### src/verilog/hrc_pkg.sv
// Purpose: Shared constants and types for the hidden timekeeper gate
// Assumes: 50 MHz system clock, host bus strobes are active low pins
// Notes:   Binary calendar fields, register window offsets
`default_nettype none
package hrc_pkg;
	// ------------------------------------------------------------
	// Bus map
	// ------------------------------------------------------------
	localparam logic [7:0] HRC_OFS_CTRL   = 8'h00;
	localparam logic [7:0] HRC_OFS_STATUS = 8'h04;
	localparam logic [7:0] HRC_OFS_TIME0  = 8'h08;
	localparam logic [7:0] HRC_OFS_TIME1  = 8'h0C;
	localparam logic [1:0] HRC_RESP_OKAY   = 2'b00;
	localparam logic [1:0] HRC_RESP_SLVERR = 2'b10;
	localparam int         HRC_CTRL_H12    = 0;
	localparam int         HRC_CTRL_LOAD   = 1;
	// ------------------------------------------------------------
	// Timing
	// ------------------------------------------------------------
	localparam int HRC_CLK_HZ      = 50_000_000;
	localparam int HRC_TICK_HZ     = 100;
	localparam int HRC_TICK_CYCLES = HRC_CLK_HZ / HRC_TICK_HZ;
	localparam int HRC_PAT_BITS    = 64;
	localparam int HRC_XFER_CYCLES = 64;
	// ------------------------------------------------------------
	// Calendar limits
	// ------------------------------------------------------------
	localparam logic [6:0] HRC_HUND_MAX = 7'd99;
	localparam logic [5:0] HRC_MIN_MAX  = 6'd59;
	localparam logic [4:0] HRC_HR24_MAX = 5'd23;
	localparam logic [4:0] HRC_HR12_MAX = 5'd12;
	localparam logic [2:0] HRC_DOW_MAX  = 3'd7;
	localparam logic [3:0] HRC_MON_MAX  = 4'd12;
	localparam logic [3:0] HRC_FEB      = 4'd2;
	localparam logic [6:0] HRC_YEAR_MAX = 7'd99;

	typedef struct packed {
		logic [6:0] year;
		logic [3:0] month;
		logic [4:0] date;
		logic [2:0] dow;
		logic       pm;
		logic [4:0] hour;
		logic [5:0] minute;
		logic [5:0] second;
		logic [6:0] hundredth;
	} hrc_time_t;

	typedef struct packed {
		logic ce_n;
		logic oe_n;
		logic we_n;
		logic d0;
	} hrc_host_t;
endpackage
`default_nettype wire

### src/verilog/hrc_gate.sv
// Purpose: Hidden timekeeper behind a memory chip enable
// Assumes: Host strobes active low, one pin cycle per chip enable low
// Notes:   Calendar readable over AXI4-Lite; TIME1 writes load only year, month and date MSB
//
// Chosen here: the register addresses and the AXI4-Lite interface to the registers.
`default_nettype none
`timescale 1ns/1ps
// Function
// - Timekeeper opens only after the full 64-bit unlock pattern
// - Idle timekeeper passes host chip enable to memory under normal supply
// - Count hundredths, seconds, minutes, hours, weekday, date, month, year
// - Date rolls at the true last day of each month
// - February gains a day every fourth year
// - Hours count in 12-hour with PM flag or 24-hour format
// - RAM mode power fail holds memory enable inactive
// - Normal supply: memory enable follows host except during access
// - Mode pin high selects ROM, low selects RAM
// - ROM mode power fail drives memory enable low
// - Power fail write-protects timekeeper in both modes, clock runs
// - Any read outside the access window returns the compare pointer to bit zero
// - Writes compare bit zero; mismatch locks until a read
// - After match, 64 cycles move timekeeper bits, memory disabled except in ROM mode power fail
module hrc_gate #(
	parameter logic [63:0] PATTERN     = 64'hA5A5_5A5A_C3C3_3C3C,
	parameter int          TICK_CYCLES = hrc_pkg::HRC_TICK_CYCLES
) (
	// Clock and reset
	input  wire logic        i_sys_clk,
	input  wire logic        i_arst_n,
	// Host memory pins
	input  wire logic        i_host_chip_enable_in_n,
	input  wire logic        i_oe_n,
	input  wire logic        i_we_n,
	input  wire logic        i_data_bit_zero,
	output logic             o_data_bit_zero,
	output logic             o_data_bit_zero_oe,
	output logic             o_memory_chip_enable_out_n,
	// Supply and mode
	input  wire logic        i_power_fail,
	input  wire logic        i_rom_mode,
	// AXI4-Lite slave
	input  wire logic [7:0]  s_axi_awaddr,
	input  wire logic        s_axi_awvalid,
	output logic             s_axi_awready,
	input  wire logic [31:0] s_axi_wdata,
	input  wire logic [3:0]  s_axi_wstrb,
	input  wire logic        s_axi_wvalid,
	output logic             s_axi_wready,
	output logic [1:0]       s_axi_bresp,
	output logic             s_axi_bvalid,
	input  wire logic        s_axi_bready,
	input  wire logic [7:0]  s_axi_araddr,
	input  wire logic        s_axi_arvalid,
	output logic             s_axi_arready,
	output logic [31:0]      s_axi_rdata,
	output logic [1:0]       s_axi_rresp,
	output logic             s_axi_rvalid,
	input  wire logic        s_axi_rready
);
	// ------------------------------------------------------------
	// Pin synchronisers
	// ------------------------------------------------------------
	hrc_pkg::hrc_host_t host_raw;
	hrc_pkg::hrc_host_t host;
	logic [1:0]         sup;
	logic               pfail;
	logic               rom;

	assign host_raw = '{ce_n: i_host_chip_enable_in_n, oe_n: i_oe_n,
		we_n: i_we_n, d0: i_data_bit_zero};

	hrc_sync #(.WIDTH(4), .INIT(4'hE)) u_sync_host (
		.i_sys_clk (i_sys_clk),
		.i_arst_n  (i_arst_n),
		.i_async   (host_raw),
		.o_sync    (host)
	);
	hrc_sync #(.WIDTH(2), .INIT(2'h0)) u_sync_sup (
		.i_sys_clk (i_sys_clk),
		.i_arst_n  (i_arst_n),
		.i_async   ({i_power_fail, i_rom_mode}),
		.o_sync    (sup)
	);
	assign pfail = sup[1];
	assign rom   = sup[0];

	// ------------------------------------------------------------
	// Cycle detection
	// ------------------------------------------------------------
	logic ce_d_r;
	logic cyc_end;
	logic was_rd_r;
	logic was_wr_r;
	logic d0_r;
	logic rd_end;
	logic wr_end;

	assign cyc_end = ~ce_d_r & host.ce_n;
	assign rd_end  = cyc_end & was_rd_r;
	assign wr_end  = cyc_end & was_wr_r;

	always_ff @(posedge i_sys_clk or negedge i_arst_n) begin
		if (!i_arst_n) begin
			ce_d_r   <= 1'b1;
			was_rd_r <= 1'b0;
			was_wr_r <= 1'b0;
			d0_r     <= 1'b0;
		end else begin
			ce_d_r <= host.ce_n;
			if (!host.ce_n) begin
				was_rd_r <= ~host.oe_n & host.we_n;
				was_wr_r <= ~host.we_n;
				d0_r     <= host.d0;
			end
		end
	end

	// ------------------------------------------------------------
	// Pattern match and access window
	// ------------------------------------------------------------
	logic [6:0]  ptr_r;
	logic        lock_r;
	logic        open_r;
	logic [5:0]  xcnt_r;
	logic [63:0] shift_r;
	logic        pat_hit;
	logic        last_pat;
	logic        last_xfer;

	assign pat_hit   = d0_r == PATTERN[ptr_r[5:0]];
	assign last_pat  = ptr_r == 7'(hrc_pkg::HRC_PAT_BITS - 1);
	assign last_xfer = xcnt_r == 6'(hrc_pkg::HRC_XFER_CYCLES - 1);

	always_ff @(posedge i_sys_clk or negedge i_arst_n) begin
		if (!i_arst_n) begin
			ptr_r  <= 7'h00;
			lock_r <= 1'b0;
			open_r <= 1'b0;
			xcnt_r <= 6'h00;
		end else if (open_r && cyc_end) begin
			xcnt_r <= xcnt_r + 6'd1;
			if (last_xfer) begin
				open_r <= 1'b0;
				ptr_r  <= 7'h00;
				lock_r <= 1'b0;
			end
		end else if (!open_r && rd_end) begin
			ptr_r  <= 7'h00;
			lock_r <= 1'b0;
		end else if (!open_r && wr_end && !lock_r) begin
			if (!pat_hit)
				lock_r <= 1'b1;
			else if (last_pat) begin
				open_r <= 1'b1;
				xcnt_r <= 6'h00;
			end else
				ptr_r <= ptr_r + 7'd1;
		end
	end

	// ------------------------------------------------------------
	// Calendar
	// ------------------------------------------------------------
	hrc_pkg::hrc_time_t tm_r;
	logic [31:0]        tick_r;
	logic               tick;
	logic [4:0]         mdays;
	logic               leap;
	logic               h12_r;
	logic [4:0]         hmax;
	logic [4:0]         hmin;
	logic               c_hu;
	logic               c_se;
	logic               c_mi;
	logic               c_hr;
	logic               c_da;
	logic               c_mo;
	logic               xfer_done;
	logic               sw_load;
	hrc_pkg::hrc_time_t sw_time;

	assign tick = tick_r == 32'(TICK_CYCLES - 1);
	assign leap = tm_r.year[1:0] == 2'b00;
	assign hmax = h12_r ? hrc_pkg::HRC_HR12_MAX : hrc_pkg::HRC_HR24_MAX;
	assign hmin = h12_r ? 5'd1 : 5'd0;

	always_comb begin
		unique case (tm_r.month)
			4'd4, 4'd6, 4'd9, 4'd11: mdays = 5'd30;
			hrc_pkg::HRC_FEB:        mdays = leap ? 5'd29 : 5'd28;
			default:                 mdays = 5'd31;
		endcase
	end

	assign c_hu = tick & (tm_r.hundredth == hrc_pkg::HRC_HUND_MAX);
	assign c_se = c_hu & (tm_r.second == hrc_pkg::HRC_MIN_MAX);
	assign c_mi = c_se & (tm_r.minute == hrc_pkg::HRC_MIN_MAX);
	assign c_hr = c_mi & (h12_r ? (tm_r.hour == 5'd11 && tm_r.pm)
		: tm_r.hour == hrc_pkg::HRC_HR24_MAX);
	assign c_da = c_hr & (tm_r.date == mdays);
	assign c_mo = c_da & (tm_r.month == hrc_pkg::HRC_MON_MAX);
	// Clock write-protect in power fail, both memory modes
	assign xfer_done = open_r & cyc_end & last_xfer & was_wr_r & ~pfail;

	always_ff @(posedge i_sys_clk or negedge i_arst_n) begin
		if (!i_arst_n) begin
			tick_r <= 32'h0000_0000;
			tm_r   <= '{year: 7'd0, month: 4'd1, date: 5'd1, dow: 3'd1,
				pm: 1'b0, hour: 5'd0, minute: 6'd0, second: 6'd0,
				hundredth: 7'd0};
		end else begin
			tick_r <= tick ? 32'h0000_0000 : tick_r + 32'd1;
			if (xfer_done)
				tm_r <= shift_r[44:1];
			else if (sw_load && !pfail)
				tm_r <= sw_time;
			else if (tick) begin
				tm_r.hundredth <= c_hu ? 7'd0 : tm_r.hundredth + 7'd1;
				if (c_hu)
					tm_r.second <= c_se ? 6'd0 : tm_r.second + 6'd1;
				if (c_se)
					tm_r.minute <= c_mi ? 6'd0 : tm_r.minute + 6'd1;
				if (c_mi) begin
					if (h12_r && tm_r.hour == 5'd11)
						tm_r.pm <= ~tm_r.pm;
					if (tm_r.hour == hmax)
						tm_r.hour <= hmin;
					else
						tm_r.hour <= tm_r.hour + 5'd1;
				end
				if (c_hr) begin
					tm_r.dow  <= (tm_r.dow == hrc_pkg::HRC_DOW_MAX) ? 3'd1
						: tm_r.dow + 3'd1;
					tm_r.date <= c_da ? 5'd1 : tm_r.date + 5'd1;
				end
				if (c_da)
					tm_r.month <= c_mo ? 4'd1 : tm_r.month + 4'd1;
				if (c_mo)
					tm_r.year <= (tm_r.year == hrc_pkg::HRC_YEAR_MAX) ? 7'd0
						: tm_r.year + 7'd1;
			end
		end
	end

	// ------------------------------------------------------------
	// Serial transfer shifter
	// ------------------------------------------------------------
	always_ff @(posedge i_sys_clk or negedge i_arst_n) begin
		if (!i_arst_n)
			shift_r <= 64'h0000_0000_0000_0000;
		else if (!open_r)
			shift_r <= 64'(tm_r);
		else if (cyc_end)
			shift_r <= {(was_wr_r ? d0_r : shift_r[0]), shift_r[63:1]};
	end

	// ------------------------------------------------------------
	// Pin outputs
	// ------------------------------------------------------------
	logic ceo_nxt;
	logic dq_oe_nxt;

	always_comb begin
		if (pfail)
			ceo_nxt = rom ? 1'b0 : 1'b1;
		else if (open_r)
			ceo_nxt = 1'b1;
		else
			ceo_nxt = host.ce_n;
	end
	assign dq_oe_nxt = open_r & ~host.ce_n & ~host.oe_n & host.we_n;

	always_ff @(posedge i_sys_clk or negedge i_arst_n) begin
		if (!i_arst_n) begin
			o_memory_chip_enable_out_n <= 1'b1;
			o_data_bit_zero            <= 1'b0;
			o_data_bit_zero_oe         <= 1'b0;
		end else begin
			o_memory_chip_enable_out_n <= ceo_nxt;
			o_data_bit_zero            <= shift_r[0];
			o_data_bit_zero_oe         <= dq_oe_nxt;
		end
	end

	// ------------------------------------------------------------
	// AXI4-Lite slave
	// ------------------------------------------------------------
	logic        aw_r;
	logic        w_r;
	logic [7:0]  awaddr_r;
	logic [31:0] wdata_r;
	logic [3:0]  wstrb_r;
	logic        do_wr;
	logic        wr_ok;
	logic        rd_ok;
	logic [31:0] rd_mux;
	logic [59:0] time_bits;

	assign time_bits = 60'(tm_r);
	assign do_wr = aw_r & w_r & ~s_axi_bvalid;
	assign wr_ok = awaddr_r == hrc_pkg::HRC_OFS_CTRL
		|| awaddr_r == hrc_pkg::HRC_OFS_TIME0
		|| awaddr_r == hrc_pkg::HRC_OFS_TIME1;
	assign rd_ok = wr_ok_rd(s_axi_araddr);
	assign sw_time = {wdata_r[11:0], time_bits[31:0]};
	assign sw_load = do_wr & wstrb_r[0] & (awaddr_r == hrc_pkg::HRC_OFS_TIME1);

	function automatic logic wr_ok_rd(input logic [7:0] a);
		wr_ok_rd = a == hrc_pkg::HRC_OFS_CTRL || a == hrc_pkg::HRC_OFS_STATUS
			|| a == hrc_pkg::HRC_OFS_TIME0 || a == hrc_pkg::HRC_OFS_TIME1;
	endfunction

	always_comb begin
		unique case (s_axi_araddr)
			hrc_pkg::HRC_OFS_CTRL:   rd_mux = {31'h0, h12_r};
			hrc_pkg::HRC_OFS_STATUS: rd_mux = {20'h0, lock_r, open_r,
				rom, pfail, 1'b0, ptr_r};
			hrc_pkg::HRC_OFS_TIME0:  rd_mux = time_bits[31:0];
			hrc_pkg::HRC_OFS_TIME1:  rd_mux = {4'h0, time_bits[59:32]};
			default:                 rd_mux = 32'h0000_0000;
		endcase
	end

	always_ff @(posedge i_sys_clk or negedge i_arst_n) begin
		if (!i_arst_n) begin
			aw_r          <= 1'b0;
			w_r           <= 1'b0;
			awaddr_r      <= 8'h00;
			wdata_r       <= 32'h0000_0000;
			wstrb_r       <= 4'h0;
			h12_r         <= 1'b0;
			s_axi_awready <= 1'b0;
			s_axi_wready  <= 1'b0;
			s_axi_bvalid  <= 1'b0;
			s_axi_bresp   <= hrc_pkg::HRC_RESP_OKAY;
			s_axi_arready <= 1'b0;
			s_axi_rvalid  <= 1'b0;
			s_axi_rdata   <= 32'h0000_0000;
			s_axi_rresp   <= hrc_pkg::HRC_RESP_OKAY;
		end else begin
			s_axi_awready <= ~aw_r & ~s_axi_awready & s_axi_awvalid;
			s_axi_wready  <= ~w_r & ~s_axi_wready & s_axi_wvalid;
			if (s_axi_awvalid && s_axi_awready) begin
				aw_r     <= 1'b1;
				awaddr_r <= s_axi_awaddr;
			end
			if (s_axi_wvalid && s_axi_wready) begin
				w_r     <= 1'b1;
				wdata_r <= s_axi_wdata;
				wstrb_r <= s_axi_wstrb;
			end
			if (do_wr) begin
				aw_r         <= 1'b0;
				w_r          <= 1'b0;
				s_axi_bvalid <= 1'b1;
				s_axi_bresp  <= wr_ok ? hrc_pkg::HRC_RESP_OKAY
					: hrc_pkg::HRC_RESP_SLVERR;
				if (awaddr_r == hrc_pkg::HRC_OFS_CTRL && wstrb_r[0])
					h12_r <= wdata_r[hrc_pkg::HRC_CTRL_H12];
			end else if (s_axi_bvalid && s_axi_bready)
				s_axi_bvalid <= 1'b0;
			s_axi_arready <= ~s_axi_arready & ~s_axi_rvalid & s_axi_arvalid;
			if (s_axi_arvalid && s_axi_arready) begin
				s_axi_rvalid <= 1'b1;
				s_axi_rdata  <= rd_mux;
				s_axi_rresp  <= rd_ok ? hrc_pkg::HRC_RESP_OKAY
					: hrc_pkg::HRC_RESP_SLVERR;
			end else if (s_axi_rvalid && s_axi_rready)
				s_axi_rvalid <= 1'b0;
		end
	end
endmodule
`default_nettype wire

### src/verilog/hrc_sync.sv
// Purpose: Three-stage pin synchroniser with agreement filter
// Assumes: Input asynchronous to i_sys_clk
// Notes:   Output changes once stages two and three agree
`default_nettype none
`timescale 1ns/1ps
module hrc_sync #(
	parameter int          WIDTH = 1,
	parameter logic [WIDTH-1:0] INIT = '0
) (
	// Clock and reset
	input  wire logic             i_sys_clk,
	input  wire logic             i_arst_n,
	// Data
	input  wire logic [WIDTH-1:0] i_async,
	output logic      [WIDTH-1:0] o_sync
);
	logic [WIDTH-1:0] s1_r;
	logic [WIDTH-1:0] s2_r;
	logic [WIDTH-1:0] s3_r;
	logic [WIDTH-1:0] agree;

	assign agree = ~(s2_r ^ s3_r);

	always_ff @(posedge i_sys_clk or negedge i_arst_n) begin
		if (!i_arst_n) begin
			s1_r   <= INIT;
			s2_r   <= INIT;
			s3_r   <= INIT;
			o_sync <= INIT;
		end else begin
			s1_r   <= i_async;
			s2_r   <= s1_r;
			s3_r   <= s2_r;
			o_sync <= (agree & s3_r) | (~agree & o_sync);
		end
	end
endmodule
`default_nettype wire
### config.mk
export PLATFORM = sky130hd
export DESIGN_NAME = hrc_gate
export DESIGN_NICKNAME = d
export VERILOG_FILES = /design/src/verilog/hrc_pkg.sv /design/src/verilog/hrc_gate.sv /design/src/verilog/hrc_sync.sv
export SDC_FILE = /design/constraint.sdc
export NUM_CORES = 1
export LEC_CHECK = 0
export BUFFER_PORTS_ARGS = -buffer_cell sky130_fd_sc_hd__buf_2
export CAP_MARGIN = 15
export CORE_MARGIN = 2
export CORE_UTILIZATION = 60
export DETAILED_ROUTE_END_ITERATION = 8
export PLACE_DENSITY = 0.81
export SYNTH_ARGS = -nofsm -noshare
export SYNTH_HDL_FRONTEND = slang
export SYNTH_HIERARCHICAL = 1
export SYNTH_SLANG_ARGS = --single-unit
### constraint.sdc
create_clock -name i_sys_clk -period 3.3 [get_ports i_sys_clk]
set_input_delay 0.825 -clock i_sys_clk [delete_from_list [all_inputs] [get_ports i_sys_clk]]
set_output_delay 0.825 -clock i_sys_clk [all_outputs]
set_load 0.01 [all_outputs]
### Word level (Yosys, flattened, before mapping)

Memories as Yosys holds them, arrays and structs flattened.
Index checks and enable logic that the tools add are counted.

| word-level totals | value |
|---|---|
| logic and storage cells | 261 |
| memories kept | 1 |
| bits of input ports | 65 |
| bits in read-only memories | 64 |
| output and inout bits | 44 |
| register bits after elaboration | 251 |

Memory list:

| name | words | bits a word | read ports | clocked after Yosys merged registers in | wr ports | line | text |
|---|---|---|---|---|---|---|---|
| (name not given) | 64 | 1 | 1 | 0 | 0 | hrc_gate.sv:130 | `assign pat_hit = d0_r == PATTERN[ptr_r[5:0]];` |

| operators by class | value |
|---|---|
| $lt $le $gt $ge | 1 |
| multiplexer cells | 63 |
| add/subtract/negate cells | 11 |
| equal/unequal tests | 30 |
| bitwise logic cells | 52 |
| reduce and logical (&&, ||, !) cells | 58 |

Operators by type and width:

| operator | count |
|---|---|
| two-way mux 44 bit | 3 |
| two-way mux 64 bit | 2 |
| case mux 32 bit (4 select lines) | 1 |
| two-way mux 7 bit | 9 |
| two-way mux 6 bit | 10 |
| adder 32 x 1 -> 32 bit (second input constant) | 1 |
| == test 32 x 19 -> 1 bit (second input constant) | 1 |
| == test 8 x 4 -> 1 bit (second input constant) | 4 |
| two-way mux 32 bit | 1 |
| AND 1 bit | 27 |
| two-way mux 1 bit | 27 |
| nonzero test 2 bit | 13 |
| adder 7 x 1 -> 7 bit (second input constant) | 3 |
| adder 6 x 1 -> 6 bit (second input constant) | 3 |
| == test 6 bit (second input constant) | 3 |
| nonzero test 3 bit | 6 |
| zero test 8 bit | 2 |
| two-way mux 5 bit | 3 |
| AND reduction 3 bit | 5 |
| == test 7 bit (second input constant) | 2 |
| logical AND 1 bit | 13 |
| inverter 1 bit | 13 |
| == test 4 bit (second input constant) | 3 |
| AND reduction 4 bit | 3 |
| 34 further kinds | 57 |

### Logic depth before layout (Yosys ltp)

Gate-level depths: netlist of run 1.

| depth | value |
|---|---|
| word-level depth | 12 |
| mapped depth | 9 |
| mapped depth without buffers | 8 |

### By module

The synthesis of run 1 kept the hierarchy.

Modules (own cells, without submodules):

| module | seq. area each (sq um) | area each (sq um) | times used | cells each |
|---|---|---|---|---|
| hrc_gate | 5,636.7 | 11,248.3 | 1 | 1,164 |
| hrc_sync (u_sync_host) | 415.4 | 460.4 | 1 | 20 |
| hrc_sync (u_sync_sup) | 200.2 | 222.7 | 1 | 10 |

### Worst setup path after synthesis of run 1

OpenSTA, ideal clock, no wires.

| path | value |
|---|---|
| path kind | register to register |
| start point | register tm_r (netlist bit time_bits[33]) |
| end point | register tm_r (netlist bit time_bits[37]) |
| library setup time | 0.127 ns |
| arrival time | 2.262 ns |
| stages on the path, launching flop included | 9 |
| path slack | 0.910 ns |
| required time | 3.173 ns |
| clock period less this slack | 2.390 ns |
| buffers on the path | 1 |
| path through | dfstp_2 > inv_1 > ha_1 > nor3b_1 > or4_4 > and3_1 > a21o_1 > buf_4 > mux2_1 |

| between the ends | value |
|---|---|
| longest elaborated chain between the ends | 8 |
| elaborated cells between the ends (all ways) | 13 |
| classes of those cells | eq/ne: 7; mux: 1; bitwise: 2; reduce/logical: 3 |

RTL lines:

| element | line | text |
|---|---|---|
| start, declared | hrc_gate.sv:164 | `hrc_pkg::hrc_time_t tm_r;` |
| start signal, assigned | hrc_gate.sv:208 | `tm_r <= '{year: 7'd0, month: 4'd1, date: 5'd1, dow: 3'd1,` |
| start signal, assigned | hrc_gate.sv:214 | `tm_r <= shift_r[44:1];` |
| start signal, assigned | hrc_gate.sv:216 | `tm_r <= sw_time;` |
| == test 4 x 3 -> 1 bit / == test 4 bit (equally long branches) | hrc_gate.sv:188 | `unique case (tm_r.month)` |
| OR reduction 4 bit | hrc_gate.sv:188 |  |
| case mux 2 bit (2 select lines) | hrc_gate.sv:188 |  |
| == test 5 bit | hrc_gate.sv:200 | `assign c_da = c_hr & (tm_r.date == mdays);` |
| AND 1 bit | hrc_gate.sv:200 |  |
| AND 1 bit (*) | hrc_gate.sv:201 | `assign c_mo = c_da & (tm_r.month == hrc_pkg::HRC_MON_MAX);` |
| nonzero test 3 bit (no source line) (*) | - |  |
| AND reduction 2 bit (no source line) (*) | - |  |

Every way passes the cells marked *; elsewhere a longest branch is shown, timed or not.
A chain may end at the register's enable or synchronous reset.

### Worst setup path in the final report of run 1

| path | value |
|---|---|
| start point | register tm_r (netlist bit time_bits[33]) |
| end point | register tm_r (netlist bit time_bits[39]) |

The elaborated chain is that of the path after synthesis.

==> results.yml, run 1 <==
worst_setup_path:
  cp_max_fo: 7
  critPathRequiredTime_ps: 3710
  r2r_cells: 8
  cp.arrival_ps: 3170
  critPathCaptureType: "register"
  r2r_end: "time_bits[39]$_DFFE_PN0P_"
  reg2reg_slack_ps: 550
  cp-start-kind: "register"
  reg2reg_from: "time_bits[33]$_DFFE_PN1P_"
  critPathKind: "register to register"
final_layout:
  drive_above_1_share: 0.1805
  synthToLayoutAreaGrowth_pct: 13.17
  fill_cells: 1437
  postLayoutCellArea_um2: 13500
  diodes: 0
  nets: 1342
cts:
  cts.sinks: 249
  cts_hold_buf: 0
  root_buffer: "clkbuf_16"
  cts_tree: "built"
  cts_buffers: 27
  cts_resized: 0
  insertion_delay_ps: 540
  clockBufferDepth: 3
  cts-htree-levels: 1
  post_cts.repair.setup_buffers: 0
  clk_pin_slew_ps: 60
detailed_routing:
  drc_errors: 0
  antenna_left: 0
  vias: 9379
  dr.pass1.iters: 5
  finalWirelength_mm: 27.70
  wl_per_cell_um: 17.93
  via_per_inst: 6.071
  first_iter_violations: 851
power_and_ir_drop:
  internal_power_w: 0.005399
  power_leakage_nw: 6.034
  sequentialPowerShare: 0.489
  pwr-share-comb: 0.089
  clock_power_share: 0.422
  sw_frac_of_total: 0.2485
  peakVddDrop_uv: 497.4
  p_sw_w: 0.001786
  powerDensity_nw_per_um2: 532.1
worst_hold_path:
  hp-class: "input pin to async pin"
global_route:
  grt.overflow.total: 0
  grt_pass1_wl_mm: 46.45
  antenna_found_initial: 0
  grt_max_degree: 113
  gr-usage-all-layers: 0.2661
  first_global_vias: 9102
synth:
  synth_top_area_frac: 0.4866
  ys.flop_type: "dfrtp_1"
  synth_edf_count: 0
  post-synth-top-count-cell: "dfrtp_1"
  ys_ff_latch: 249
  synthTopCellsByCount: "dfrtp_1, nand2_1, nor2_1"
  synth_cell_type_count: 75
  synthArstFlopShare: 1.000
  ys_seq_area_frac: 0.5240
  syn-cell-area_um2: 11930
  ys.warnings.count: 6
  yosys.area.top_type: "dfrtp_1"
  synth_area_leaders: "dfrtp_1, nand2_1, dfstp_2"
  avgSynthCellArea_um2: 9.993
  syn_inst: 1194
floorplanning:
  dieArea_um2: 21030
  initial_core_util: 0.6131
  rows: 51
  die_h_um: 145.0
  die_width_um: 145.0
  ios: 109
  core_um2: 19460
timing:
  setup_viol: 0
  finalClockSkew_ps: 14.33
  finalMaxSlewViolations: 0
  relSlewSlack: 0.2790
  period_needed_ps: 2755
  fin_crit_sh: 0.8348
  fmax_ghz: 0.3630
  final-hold-violation-count: 0
  rsz0062_at_grt: "false"
  tns_ps: 0
  tightest_slew_ps: 1082
place:
  gp_routability_congestion: 0.8917
  portBuffers: 83
  placed_area_um2: 12600
  place_hpwl_mm: 18.13
run:
  maxCapViolations: 0
status:
  outcome: "complete, no violations"
==> through the flow <==
step	power [W]	hold slack, ps	cells	util	worst slack, ps
after global placement	0.004151	331.2	1496	0.6475	642.7
after detailed placement	0.004196	336.3	1496	0.6475	611.1
after global routing	0.007464	352.9	1545	0.6938	435.0
after floorplan	0.003900	331.2	1195	-	910.5
after CTS	0.007234	332.3	1545	0.6938	586.5
final	0.007184	291.2	1545	0.6938	545.1
==> area by class of cell <==
cell class	count	area, um2	share of cell area
sequential	249	6256	0.4633
multi-input combinational	863	5361	0.3971
clock buffer	41	798.3	0.05912
timing repair buffer	101	585.6	0.04337
tap	265	331.6	0.02456
clock inverter	8	102.6	0.007598
inverter	18	67.56	0.005004
==> power groups by stage <==
stage	Clock, W	Combinational, W	Sequential (W)
after floorplan	0	0.000415	0.00348
after global placement	0	0.000614	0.00354
after detailed placement	0	0.000641	0.00355
after CTS	0.00308	0.000649	0.00350
after global routing	0.00322	0.000713	0.00353
final	0.00303	0.000642	0.00351
==> how the worst max path moves through the flow <==
stage / from / endpoint / slack (ps) / cells after the start
floorplan: time_bits[33]$_DFFE_PN1P_ / time_bits[37]$_DFFE_PN0P_ / 910 / 8
global placement: time_bits[33]$_DFFE_PN1P_ / time_bits[43]$_DFFE_PN0P_ / 640 / 8
detailed placement: time_bits[33]$_DFFE_PN1P_ / time_bits[43]$_DFFE_PN0P_ / 610 / 8
CTS: time_bits[33]$_DFFE_PN1P_ / time_bits[39]$_DFFE_PN0P_ / 590 / 8
global route: time_bits[33]$_DFFE_PN1P_ / time_bits[39]$_DFFE_PN0P_ / 430 / 8
finish: time_bits[33]$_DFFE_PN1P_ / time_bits[39]$_DFFE_PN0P_ / 550 / 8
==> registers in the layout, indices dropped and copies added (netlist names), 6 cells and up, named ones only <==
name	cells
tick_r	32
wdata_r	12
time_bits	12
awaddr_r	8
sw_time	32
shift_r	64
ptr_r	7
xcnt_r	6
s_axi_rdata	32
==> critical path: stages (launching register included) <==
cell	delay (ps)
dfstp_2	620
inv_1	110
ha_1	230
nor3b_1	160
xnor2_1	140
nor3_1	370
and3_1	290
a21o_1	350
mux2_1	360
==> routing by layer <==
layer  global-route usage  up-vias  wire (um)
li1                     -     4353          -
met1               0.3761     4644      12290
met2               0.4293      324      13080
met3              0.04308       58       1638
met4              0.07723        0        684
met5                    0        -          0
==> kinds of logic after synthesis <==
group | Yosys count | share of synthesized area
and+or+nand+nor | 509 | 0.2109
DFF | 249 | 0.5240
AOI/OAI and AO/OA | 228 | 0.1271
buffers and inverters | 83 | 0.02894
muxes | 55 | 0.05149
xor gates and xnor gates | 46 | 0.03377
adders and majority gates | 23 | 0.02349
other | 1 | 0.0003143
==> layout by cell type (no fill, tap or decap), types with 20 or more instances in the layout <==
| cell | instances |
|---|---|
| a22o_1 | 21 |
| nand3_1 | 55 |
| nand2_1 | 221 |
| mux2_2 | 34 |
| clkbuf_16 | 27 |
| dfrtp_1 | 231 |
| a21oi_1 | 31 |
| xor2_1 | 20 |
| o21ai_0 | 43 |
| nor2_1 | 108 |
| xnor2_1 | 26 |
| buf_2 | 82 |
| a21boi_0 | 20 |
| a31oi_1 | 50 |
(Power assumes the default switching activity.)
==> run 2, diff against run 1 <==
- clock period: 3.3 -> 2.59 ns (I/O delays scaled with it)
==> run 2 against run 1 <==
Utilization increased by 2.3 points. Worst hold slack got worse by 290 ps. Count of clock-buffer cells in the layout decreased by 4. Sequential share of layout area decreased by 1.5 points. Combinational power increased by 34%. Clock skew increased by 0.85 ps. Critical endpoint is now time_bits[37]$_DFFE_PN0P_. Largest power group unchanged.
==> results.yml, run 2 (synthesis results as in run 1) <==
status:
  outcome: "complete, no violations"
timing:
  fin_crit_sh: 0.9321
  final-hold-violation-count: 0
  fmax_ghz: 0.4142
  relSlewSlack: 0.5804
  period_needed_ps: 2414
  rsz0062_at_grt: "false"
  setup_viol: 0
  tightest_slew_ps: 628.2
  tns_ps: 0
  setup_slack_ps: 175.8
  finalClockSkew_ps: 15.18
  finalMaxSlewViolations: 0
run:
  maxCapViolations: 0
worst_setup_path:
  crit_chain: "inv_1 > ha_1 > nor3b_1 > or4_4 > and3_1 > a21o_4 > mux2_1"
  cp_num_buf_inv: 1
  reg2reg_from: "time_bits[33]$_DFFE_PN1P_"
  cp-startpoint: "time_bits[33]$_DFFE_PN1P_"
  r2r_cells: 7
  cp.arrival_ps: 2830
  critical-path-top-delay-family: "simple AND/OR/NAND/NOR gates"
  r2r_end: "time_bits[37]$_DFFE_PN0P_"
  cp_max_fo: 7
  crit_slowest_cell: "dfstp_2"
  cp-start-kind: "register"
  critPathCaptureType: "register"
  reg2reg_slack_ps: 180
  critPathKind: "register to register"
  critPathMaxStageDelay_ps: 530
  critPathRequiredTime_ps: 3010
  worstSetupEndpoint: "time_bits[37]$_DFFE_PN0P_"
  cp_num_cells: 7
floorplanning:
  ios: 109
  core_um2: 19460
  die_width_um: 145.0
  rows: 51
  initial_core_util: 0.6131
  dieArea_um2: 21030
  die_h_um: 145.0
cts:
  cts.sinks: 249
  cts_hold_buf: 0
  post_cts.repair.setup_buffers: 0
  root_buffer: "clkbuf_16"
  cts-htree-levels: 1
  insertion_delay_ps: 540
  clk_pin_slew_ps: 60
  cts_buffers: 27
  cts_tree: "built"
  clockBufferDepth: 3
place:
  dp_slack_ps: 91.06
  portBuffers: 83
  gp_routability_congestion: 0.9048
  placed_area_um2: 12970
  place_hpwl_mm: 19.52
final_layout:
  diodes: 0
  final_cell_mix: "dfrtp_1, nand2_1, nor2_1"
  synthToLayoutAreaGrowth_pct: 16.89
  multiInputGateArea_um2: 5374
  final_common_cell: "dfrtp_1"
  nets: 1388
  regArea_um2: 6256
  largest_reg_flops: 64
  postLayoutCellArea_um2: 13950
  fill_cells: 1413
  largest-register: "shift_r"
  drive_above_1_share: 0.2112
global_route:
  grt.overflow.total: 0
  grt_max_degree: 85
  antenna_found_initial: 0
  gr-usage-all-layers: 0.2770
  grt_pass1_wl_mm: 48.35
  first_global_vias: 9646
detailed_routing:
  dr.pass1.iters: 8
  drc_errors: 0
  first_iter_violations: 821
  finalWirelength_mm: 28.76
  vias: 9651
  antenna_left: 0
  wl_per_cell_um: 18.08
  via_per_inst: 6.066
power_and_ir_drop:
  peakVddDrop_uv: 672.1
  powerDensity_nw_per_um2: 678.1
  power_leakage_nw: 6.296
worst_hold_path:
  hp-class: "input pin to async pin"
-- run 2: worst min path at each step --
stage	start	end	depth (start not counted)
6_report	i_arst_n	s_axi_rdata[20]$_DFFE_PN0P_	1
5_1_grt	i_arst_n	s_axi_rdata[18]$_DFFE_PN0P_	1
4_1_cts	i_arst_n	s_axi_rdata[18]$_DFFE_PN0P_	1
3_5_place_dp	u_sync_sup/s1_r[1]$_DFF_PN0_	u_sync_sup/s2_r[1]$_DFF_PN0_	0
3_3_place_gp	u_sync_sup/s1_r[0]$_DFF_PN0_	u_sync_sup/s2_r[0]$_DFF_PN0_	0
2_1_floorplan	u_sync_host/s1_r[0]$_DFF_PN0_	u_sync_host/s2_r[0]$_DFF_PN0_	0
-- run 2: per-stage QoR --
stage          utilization  std cells  power (W)  hold slack, ps
2_1_floorplan            -       1195   0.004969           331.2
3_3_place_gp        0.6665       1542   0.005314           332.8
3_5_place_dp        0.6665       1542   0.005370           336.5
4_1_cts             0.7160       1591   0.009507           10.01
5_1_grt             0.7166       1591   0.009815           21.77
6_report            0.7166       1591   0.009457           5.739
-- run 2: worst register-to-register path: cells and delay by family (launching register included) --
family                     cells  cell delay, ps
muxes                          1             330
DFF                            1             530
adders and majority gates      1             220
and+or+nand+nor                3             900
AOI/OAI and AO/OA              1             260
buffers and inverters          1              60
-- run 2: timing repair --
item	in CTS	in global routing
endpoints found under the setup margin	0	11
gates resized for setup	0	4
endpoints found under the hold margin	0	0
-- run 2: area by class of cell --
cell class                 count  share of cell area
inverter                      18            0.004844
clock inverter                12             0.01570
tap                          265             0.02377
sequential                   249              0.4486
multi-input combinational    863              0.3853
timing repair buffer         147             0.06854
clock buffer                  37             0.05329
-- run 2: routing by layer --
layer / global-route usage / share of wire / up-vias
li1: - / - / 4437
met1: 0.3792 / 0.42 / 4775
met2: 0.4467 / 0.48 / 370
met3: 0.04654 / 0.064 / 69
met4: 0.1069 / 0.035 / 0
met5: 0 / 0 / -
-- run 2: power by group --
| group | internal, W | total, W | switching, W |
|---|---|---|---|
| logic | 0.000384 | 0.000860 | 0.000476 |
| registers | 0.00420 | 0.00445 | 0.000259 |
| clock network | 0.00260 | 0.00414 | 0.00154 |
| total | 0.00718 | 0.00946 | 0.00228 |
